==> src/design/pss_pkg.sv <==
// constants, rail indices and carrier types of the start-up sequencer
// assumes a single 20 MHz start-up clock and pad sensing for the straps
package pss_pkg;

  // ****************************************************************
  // timing
  // ****************************************************************
  localparam int unsigned CLK_FREQ_KHZ = 20000;  // start-up clock rate
  localparam int unsigned TAP_TIME_US  = 2000;   // one tap interval, us
  // cycles per tap, derived from the time and the clock rate
  localparam int unsigned TAP_CYCLES   = TAP_TIME_US * CLK_FREQ_KHZ / 1000;
  localparam int unsigned TAP_CNT_W    = 16;     // interval counter width
  localparam logic [3:0]  TAP_LAST     = 4'h9;   // final tap index
  localparam logic [3:0]  TAP_NEVER    = 4'hF;   // rail not sequenced
  localparam logic [1:0]  SYNC_WAIT    = 2'h3;   // cycles before sampling

  // ****************************************************************
  // strap codes
  // ****************************************************************
  localparam logic [1:0] STRAP_GND  = 2'h0;  // tied to ground
  localparam logic [1:0] STRAP_OPEN = 2'h1;  // left open
  localparam logic [1:0] STRAP_AON  = 2'h2;  // tied to always-on rail
  localparam logic [1:0] STRAP_CORE = 2'h3;  // tied to core reference

  // ****************************************************************
  // rail indices
  // ****************************************************************
  localparam int NRAIL          = 17;
  localparam int RAIL_BUCK_ONE  = 0;
  localparam int RAIL_BUCK_TWO  = 1;
  localparam int RAIL_BUCK_THR  = 2;
  localparam int RAIL_BUCK_FOUR = 3;
  localparam int RAIL_BOOST     = 4;
  localparam int RAIL_USB_XCVR  = 5;
  localparam int RAIL_USB_PHY   = 6;
  localparam int RAIL_PLL       = 7;
  localparam int RAIL_LOW_DIG   = 8;
  localparam int RAIL_IO_HIGH   = 9;
  localparam int RAIL_GEN_A     = 10;
  localparam int RAIL_GEN_B     = 11;
  localparam int RAIL_GEN_C     = 12;
  localparam int RAIL_CARD      = 13;
  localparam int RAIL_CAMERA    = 14;
  localparam int RAIL_VIDEO     = 15;
  localparam int RAIL_AUDIO     = 16;

  // ****************************************************************
  // carriers
  // ****************************************************************
  // pad sensing of one four-level strap; none set means left open
  typedef struct packed {
    logic at_gnd;   // pin pulled to ground
    logic at_aon;   // pin at always-on digital rail
    logic at_core;  // pin at core reference rail
  } pss_strap_sense_t;

  // rails raised before tap 0
  typedef struct packed {
    logic always_on_digital_rail;
    logic secure_clock_rail;
    logic core_reference_rail;
  } pss_pre_rails_t;

  typedef logic [NRAIL-1:0]       pss_rail_en_t;  // one bit per rail
  typedef logic [NRAIL-1:0][15:0] pss_level_t;    // default level, mV

endpackage : pss_pkg

==> src/design/pss_startup_sequencer.sv <==
// start-up sequencer: strap decode, default levels, tap-timed enables
// assumes strap pads and bus sense are asynchronous; the regulators and
// power gates are analog loads outside this block
`timescale 1ns/1ns
`default_nettype none

module pss_startup_sequencer
  import pss_pkg::*;
#(
  parameter int unsigned TAP_CYCLES_P = pss_pkg::TAP_CYCLES
) (
  input  wire logic                      mclk,
  input  wire logic                      rst_n,
  input  wire pss_pkg::pss_strap_sense_t startup_strap_a,
  input  wire pss_pkg::pss_strap_sense_t startup_strap_b,
  input  wire logic                      bus_voltage_sense,
  input  wire logic                      backup_cell_valid,
  output pss_pkg::pss_pre_rails_t        pre_rails,
  output pss_pkg::pss_rail_en_t          rail_en,
  output pss_pkg::pss_level_t            rail_level,
  output logic [3:0]                     buck_pulse_skip,
  output logic                           power_gate_en,
  output logic [3:0]                     tap_index,
  output logic                           seq_done
);
  import pss_pkg::*;
  // ****************************************************************
  // helper functions
  // ****************************************************************
  // four-level pad to two-bit code; open when no comparator trips
  function automatic logic [1:0] decode_strap(pss_strap_sense_t s);
    if (s.at_gnd) begin
      return STRAP_GND;
    end else if (s.at_core) begin
      return STRAP_CORE;
    end else if (s.at_aon) begin
      return STRAP_AON;
    end
    return STRAP_OPEN;
  endfunction

  // tap at which a rail comes up; second strap selects the column
  function automatic logic [3:0] rail_tap(int idx, logic b_gnd);
    logic [3:0] t;
    case (idx)
      RAIL_BUCK_TWO:  t = 4'h0;
      RAIL_BUCK_FOUR: t = b_gnd ? 4'h2 : 4'h1;
      RAIL_IO_HIGH:   t = b_gnd ? 4'h3 : 4'h2;
      RAIL_GEN_B:     t = b_gnd ? 4'h1 : 4'h3;
      RAIL_BUCK_ONE:  t = b_gnd ? 4'h5 : 4'h4;
      RAIL_BUCK_THR:  t = b_gnd ? 4'h7 : 4'h5;
      RAIL_PLL:       t = 4'h6;
      RAIL_LOW_DIG:   t = b_gnd ? 4'h8 : 4'h7;
      RAIL_USB_XCVR:  t = b_gnd ? 4'h4 : 4'h9;
      RAIL_USB_PHY:   t = 4'h9;
      RAIL_CARD:      t = b_gnd ? 4'h3 : TAP_NEVER;
      RAIL_BOOST:     t = b_gnd ? 4'h4 : TAP_NEVER;
      default:        t = TAP_NEVER;
    endcase
    return t;
  endfunction

  // ****************************************************************
  // state
  // ****************************************************************
  typedef enum logic [4:0] {
    PSS_RESET = 5'b00001,  // just out of reset
    PSS_SYNC  = 5'b00010,  // let strap synchronisers settle
    PSS_PRE   = 5'b00100,  // pre-sequencer rails up
    PSS_TAPS  = 5'b01000,  // stepping through taps
    PSS_DONE  = 5'b10000   // sequence complete
  } pss_state_t;

  pss_state_t             state;        // sequencer state
  pss_state_t             next_state;   // combinational next state
  pss_strap_sense_t [1:0] strap_meta;   // first synchroniser stage
  pss_strap_sense_t [1:0] strap_sync;   // second synchroniser stage
  logic [1:0]             vbus_sync;    // bus sense synchroniser
  logic [1:0]             backup_sync;  // backup cell synchroniser
  logic [1:0]             sync_cnt;     // settle counter
  logic [1:0]             code_a;       // held first strap code
  logic [1:0]             code_b;       // held second strap code
  logic [TAP_CNT_W-1:0]   tap_cnt;      // cycles within current tap
  logic                   tap_tick;     // one-cycle tap advance enable
  logic                   b_gnd;        // second strap grounded
  pss_rail_en_t           allowed;      // rails this config may raise
  pss_level_t             next_level;   // decoded default levels
  assign b_gnd = (code_b == STRAP_GND);
  // power gates belong to software alone
  assign power_gate_en = 1'b0;
  // ****************************************************************
  // synchronisers
  // ****************************************************************
  // pads are asynchronous to mclk; second stage is the only reader
  always_ff @(posedge mclk or negedge rst_n) begin
    if (!rst_n) begin
      strap_meta <= '0;
      strap_sync <= '0;
      vbus_sync  <= 2'h0;
      backup_sync <= 2'h0;
    end else begin
      strap_meta <= {startup_strap_b, startup_strap_a};
      strap_sync <= strap_meta;
      vbus_sync  <= {vbus_sync[0], bus_voltage_sense};
      backup_sync <= {backup_sync[0], backup_cell_valid};
    end
  end

  // ****************************************************************
  // state machine
  // ****************************************************************
  always_comb begin
    next_state = state;
    case (state)
      PSS_RESET: next_state = PSS_SYNC;
      PSS_SYNC:  if (sync_cnt == SYNC_WAIT) begin
        next_state = PSS_PRE;
      end
      PSS_PRE:   next_state = PSS_TAPS;
      PSS_TAPS:  if (tap_tick && tap_index == TAP_LAST) begin
        next_state = PSS_DONE;
      end
      PSS_DONE:  next_state = PSS_DONE;
      default:   next_state = PSS_RESET;
    endcase
  end

  always_ff @(posedge mclk or negedge rst_n) begin
    if (!rst_n) begin
      state <= PSS_RESET;
    end else begin
      state <= next_state;
    end
  end
  // settle counter: covers the two synchroniser stages plus margin
  always_ff @(posedge mclk or negedge rst_n) begin
    if (!rst_n) begin
      sync_cnt <= 2'h0;
    end else if (state == PSS_SYNC) begin
      sync_cnt <= sync_cnt + 2'h1;
    end
  end

  // ****************************************************************
  // strap capture
  // ****************************************************************
  // caught once on leaving sync, then frozen until the next reset
  always_ff @(posedge mclk or negedge rst_n) begin
    if (!rst_n) begin
      code_a <= STRAP_GND;
      code_b <= STRAP_OPEN;
    end else if (state == PSS_SYNC && sync_cnt == SYNC_WAIT) begin
      code_a <= decode_strap(strap_sync[0]);
      code_b <= decode_strap(strap_sync[1]);
    end
  end

  // ****************************************************************
  // tap timer
  // ****************************************************************
  // a strap-free divider; each wrap is one tap advance
  assign tap_tick = (state == PSS_TAPS) &&
                    (tap_cnt == TAP_CNT_W'(TAP_CYCLES_P - 1));

  always_ff @(posedge mclk or negedge rst_n) begin
    if (!rst_n) begin
      tap_cnt <= '0;
    end else if (state != PSS_TAPS || tap_tick) begin
      tap_cnt <= '0;
    end else begin
      tap_cnt <= tap_cnt + TAP_CNT_W'(1);
    end
  end
  always_ff @(posedge mclk or negedge rst_n) begin
    if (!rst_n) begin
      tap_index <= 4'h0;
    end else if (tap_tick && tap_index != TAP_LAST) begin
      tap_index <= tap_index + 4'h1;
    end
  end
  always_ff @(posedge mclk or negedge rst_n) begin
    if (!rst_n) begin
      seq_done <= 1'b0;
    end else begin
      seq_done <= (next_state == PSS_DONE);
    end
  end

  // ****************************************************************
  // default levels and allowed set
  // ****************************************************************
  // levels in mV; a second strap other than ground uses the open column
  always_comb begin
    next_level = '0;
    allowed    = '0;
    for (int i = 0; i < NRAIL; i++) begin
      allowed[i] = (rail_tap(i, b_gnd) != TAP_NEVER);
    end
    next_level[RAIL_BUCK_FOUR] = 16'h0708;              // 1800
    next_level[RAIL_USB_XCVR]  = 16'h0CE4;              // 3300
    next_level[RAIL_USB_PHY]   = 16'h0A28;              // 2600
    next_level[RAIL_LOW_DIG]   = 16'h04E2;              // 1250
    next_level[RAIL_IO_HIGH]   = 16'h0AD7;              // 2775
    next_level[RAIL_GEN_B]     = 16'h0C4E;              // 3150
    if (b_gnd) begin
      next_level[RAIL_BUCK_ONE] = 16'h04B0;             // 1200
      next_level[RAIL_BUCK_TWO] = (code_a == STRAP_GND) ?
                                  16'h0546 : 16'h05AA;
      next_level[RAIL_BUCK_THR] = 16'h0708;             // 1800
      next_level[RAIL_BOOST]    = 16'h1388;             // 5000
      next_level[RAIL_PLL]      = 16'h05DC;             // 1500
      next_level[RAIL_CARD]     = 16'h0C4E;             // 3150
    end else begin
      // ground and core-rail first straps share the low core levels
      if (code_a == STRAP_GND || code_a == STRAP_CORE) begin
        next_level[RAIL_BUCK_ONE] = 16'h0307;           // 775
        next_level[RAIL_BUCK_TWO] = 16'h0401;           // 1025
      end else begin
        next_level[RAIL_BUCK_ONE] = 16'h041A;           // 1050
        next_level[RAIL_BUCK_TWO] = 16'h04C9;           // 1225
      end
      next_level[RAIL_BUCK_THR] = 16'h04B0;             // 1200
      next_level[RAIL_PLL]      = 16'h0708;             // 1800
      if (code_a == STRAP_OPEN || code_a == STRAP_CORE) begin
        next_level[RAIL_GEN_B] = 16'h0000;              // off
        allowed[RAIL_GEN_B]    = 1'b0;
      end
    end
  end

  // levels only become valid once the straps are held
  always_ff @(posedge mclk or negedge rst_n) begin
    if (!rst_n) begin
      rail_level <= '0;
    end else if (state == PSS_PRE) begin
      rail_level <= next_level;
    end
  end

  // ****************************************************************
  // rail enables
  // ****************************************************************
  // sticky: once raised a rail stays on; software owns later changes
  always_ff @(posedge mclk or negedge rst_n) begin
    if (!rst_n) begin
      rail_en <= '0;
    end else if (state == PSS_TAPS) begin
      for (int i = 0; i < NRAIL; i++) begin
        if (allowed[i] && rail_tap(i, b_gnd) == tap_index) begin
          // unboosted usb waits for bus voltage at its tap only
          if (i == RAIL_USB_XCVR && !b_gnd) begin
            rail_en[i] <= rail_en[i] | vbus_sync[1];
          end else begin
            rail_en[i] <= 1'b1;
          end
        end
      end
    end
  end

  // bucks come up in pulse-skipping mode as they are enabled
  assign buck_pulse_skip = {rail_en[RAIL_BUCK_FOUR], rail_en[RAIL_BUCK_THR],
                            rail_en[RAIL_BUCK_TWO],
                            rail_en[RAIL_BUCK_ONE]};

  // ****************************************************************
  // pre-sequencer rails
  // ****************************************************************
  // always-on rail latches on; held while the backup cell is good
  always_ff @(posedge mclk or negedge rst_n) begin
    if (!rst_n) begin
      pre_rails <= '0;
    end else if (state == PSS_PRE) begin
      pre_rails <= '1;
    end else if (!backup_sync[1] && state == PSS_DONE) begin
      pre_rails.always_on_digital_rail <= 1'b0;
    end
  end
endmodule // pss_startup_sequencer
`default_nettype wire

==> config.mk <==
export PLATFORM = sky130hd
export DESIGN_NAME = pss_startup_sequencer
export DESIGN_NICKNAME = d
export VERILOG_FILES = /design/src/design/pss_pkg.sv /design/src/design/pss_startup_sequencer.sv
export SDC_FILE = /design/constraint.sdc
export NUM_CORES = 1
export LEC_CHECK = 0
export BUFFER_PORTS_ARGS = -buffer_cell sky130_fd_sc_hd__buf_2
export CORE_AREA = 2 2 120 122
export DETAILED_ROUTE_END_ITERATION = 7
export DIE_AREA = 0 0 122 124
export PLACE_DENSITY = 0.71
export SETUP_SLACK_MARGIN = 0.5
export SKIP_CTS_REPAIR_TIMING = 1
export SLEW_MARGIN = 20
export SYNTH_ARGS = -nofsm -noshare
export SYNTH_HDL_FRONTEND = slang
export SYNTH_SLANG_ARGS = --single-unit
export TNS_END_PERCENT = 100
==> constraint.sdc <==
create_clock -name mclk -period 3.9 [get_ports mclk]
set_clock_uncertainty 0.15 [all_clocks]
set_input_delay 0.585 -clock mclk [delete_from_list [all_inputs] [get_ports mclk]]
set_output_delay 0.585 -clock mclk [all_outputs]
set_load 0.02 [all_outputs]
==> results.sh <==
export IMPL_status="completed"
export IMPL_pin_count=312
export IMPL_setup_viol=0
export IMPL_portBuffers=111
export IMPL_initial_core_util_pct=37.6
export IMPL_synth_xor_area_share_pct=3.23
export IMPL_yosysTopAreaCellShare_pct=40.2
export IMPL_pwr_share_comb_pct=16.6
export IMPL_core_area_mm2=0.0137
export IMPL_antenna_left=0
export IMPL_grt_pass1_wl_um=11600
export IMPL_worst_ep_required_time_ps=3160
export IMPL_placed_cell_area_mm2=0.00456
export IMPL_insertion_delay_ps=330
export IMPL_power_frac_clock_pct=42.5
export IMPL_final_core_util_pct=35.5
export IMPL_fin_setup_tns_ps=0
export IMPL_synthCells=539
export IMPL_r2r_end="tap_cnt[15]$_DFF_PN0_"
export IMPL_final_cell_area_mm2=0.00487
export IMPL_critPathTopFamily="flip-flops"
export IMPL_crit_reg2reg_launch="state[1]$_DFF_PN0_"
export IMPL_antenna_found_initial=0
export IMPL_syn_area_mm2=0.00515
export IMPL_yosys_top_cells_area="buf_4 40%, dfrtp_1 34%, xor2_1 2.5%, ha_1 2.2%, nor2_1 1.8%"
export IMPL_cts_clk_slew_worst_paths_ps=60
export IMPL_ys_ff_latch=72
export IMPL_synthFlopType="dfrtp_1"
export IMPL_grtUsageTotal_pct=10.1
export IMPL_dr_total_vias=2798
export IMPL_slew_violations=0
export IMPL_wl_per_cell_um=11.0
export IMPL_seq_power_share_pct=40.8
export IMPL_die_h_um=124
export IMPL_layout_drive_gt1_share_pct=25.9
export IMPL_avgSynthCellArea_um2=9.56
export IMPL_worst_pin_slew_ps=950
export IMPL_start_kind="register"
export IMPL_arrival_ps=1620
export IMPL_yosysUniqueCellTypes=49
export IMPL_min_period_ps=2350
export IMPL_critical_path_endpoint_type="output pin"
export IMPL_rrSetupSlack_ps=1770
export IMPL_yosys_area_top_type="buf_4"
export IMPL_grt_setup_unrepaired="false"
export IMPL_synthAdderAreaFrac_pct=2.19
export IMPL_synth_most_common_cell="buf_4"
export IMPL_relSlewSlack_pct=36.7
export IMPL_postRouteWirelength_um=8370
export IMPL_crit_fanout=35
export IMPL_synthMuxAreaShare_pct=1.09
export IMPL_diodes=0
export IMPL_synth_edf_count=0
export IMPL_grt_max_degree=51
export IMPL_cts_buffers_inserted=9
export IMPL_irDropWorstVdd_mv=0.228
export IMPL_die_width_um=122
export IMPL_synth_compound_area_share_pct=5.51
export IMPL_overflow=0
export IMPL_drv_cap=0
export IMPL_sw_frac_of_total_pct=31.3
export IMPL_path_buf_inv=1
export IMPL_power_switching_mw=0.604
export IMPL_yosys_area_share_simple_pct=11.0
export IMPL_path_cells="buf_2"
export IMPL_critical_path_class="register to output pin"
export IMPL_intPower_mw=1.33
export IMPL_hold_violations=0
export IMPL_route_detailed_drc=0
export IMPL_grt_pass1_vias=2157
export IMPL_max_freq_ghz=0.425
export IMPL_post_drt_via_cell_ratio=3.68
export IMPL_gp_congestion=0.839
export IMPL_cts_buffer_depth=2
export IMPL_rr_worst_depth=4
export IMPL_synth_common_cells="276 x buf_4, 70 x dfrtp_1, 25 x nor2_1"
export IMPL_first_pass_iters=4
export IMPL_hpwlAfterDp_um=6430
export IMPL_cts_tree="done"
export IMPL_fin_nets=594
export IMPL_seq_area_frac_synth_pct=35.0
export IMPL_total_leakage_power_nw=2.65
export IMPL_dieArea_mm2=0.0151
export IMPL_period_share_pct=60.4
export IMPL_finalPower_mw=1.93
export IMPL_syn_to_final_growth_pct=-5.44
export IMPL_holdWs_ps=73.6
export IMPL_drtIter0Drc=157
export IMPL_power_density_mw_per_mm2=396
export IMPL_critical_path_max_stage_delay_ps=960
export IMPL_synth_top_family_by_area="buffers and inverters"
export IMPL_hp_class="input port to async pin"
export IMPL_rows=43
export IMPL_cpMaxStageDelayCell="dfrtp_1"
export IMPL_cts_htree_levels=3
export IMPL_async_flop_share_pct=100
export IMPL_cts_root_buf="clkbuf_16"
export IMPL_ys_warn_count=0
export IMPL_clock_sink_count=72
==> layout by cell type, fill, tap and decap left out, types with 3 or more instances in the layout <==
| master | n |
|---|---|
| a21o_1 | 6 |
| nor3_1 | 3 |
| xnor2_1 | 4 |
| a31o_2 | 5 |
| o31ai_1 | 4 |
| ha_1 | 9 |
| nand2b_1 | 6 |
| clkinv_4 | 3 |
| and2_1 | 3 |
| clkbuf_16 | 9 |
| mux2_2 | 3 |
| nand3_1 | 10 |
| dfrtp_1 | 70 |
| conb_1 | 200 |
| inv_1 | 10 |
| nor2_1 | 25 |
| nand2_1 | 16 |
| nand4_1 | 6 |
| o21ai_0 | 16 |
| buf_2 | 111 |
| xor2_1 | 15 |
| nor3_2 | 3 |
| a21oi_1 | 6 |
==> metrics by stage <==
stage               instances  worst slack (ps)
global placement          744              1820
finish                    760              1550
floorplan                 738              1980
global route              760              1350
detailed placement        744              1780
CTS                       760              1440
==> power by group through the flow <==
stage               Clock [mW]  Combinational (mW)  Sequential, mW
floorplan                    0               0.434           0.812
global placement             0               0.316           0.801
detailed placement           0               0.318           0.803
CTS                      0.845               0.318           0.789
global route             0.874               0.349           0.792
finish                   0.821               0.321           0.789
==> layer usage <==
layer | vias to the layer above | wire [µm] | track usage, %
met5 | - | 0 | 0
met4 | 0 | 134 | 5.17
met3 | 10 | 562 | 2.43
met2 | 127 | 4180 | 15.0
met1 | 1325 | 3490 | 13.7
li1 | 1336 | - | -
==> area by class of cell <==
cell class	instances	area, µm²
repair buffers	112	563
clock buffers	10	239
flip-flops and latches	72	1800
clock inverters	6	68.8
multi-input cells	370	1930
fillers	1411	8850
well taps	180	225
inverters	10	37.5
==> how the worst max path moves through the flow <==
stage          slack [ps]                    end                        start  cells after the start
4_1_cts              1440         rail_level[57]  rail_level[120]$_DFFE_PN0P_                      1
3_3_place_gp         1820  tap_cnt[15]$_DFF_PN0_           state[1]$_DFF_PN0_                      4
5_1_grt              1350        rail_level[148]  rail_level[120]$_DFFE_PN0P_                      1
3_5_place_dp         1780   tap_cnt[4]$_DFF_PN0_           state[0]$_DFF_PN1_                      4
2_1_floorplan        1980           pre_rails[1]  rail_level[120]$_DFFE_PN0P_                      1
6_report             1550         rail_level[57]  rail_level[120]$_DFFE_PN0P_                      1
==> registers in the layout, indices dropped and copies added (netlist names) <==
name	count
tap_cnt	16
rail_en	12
rail_level	11
strap_meta	6
strap_sync	6
state	5
tap_index	4
backup_sync	2
code_a	2
code_b	2
sync_cnt	2
vbus_sync	2
pre_rails	1
seq_done	1
==> cells by family after synthesis <==
| family | Yosys count |
|---|---|
| mux | 5 |
| other cells | 1 |
| flops | 72 |
| buf+inv | 296 |
| compound gates | 44 |
| xor+xnor | 19 |
| fa+ha+maj | 9 |
| simple gates | 93 |
Power figures use the tool's default switching activity.
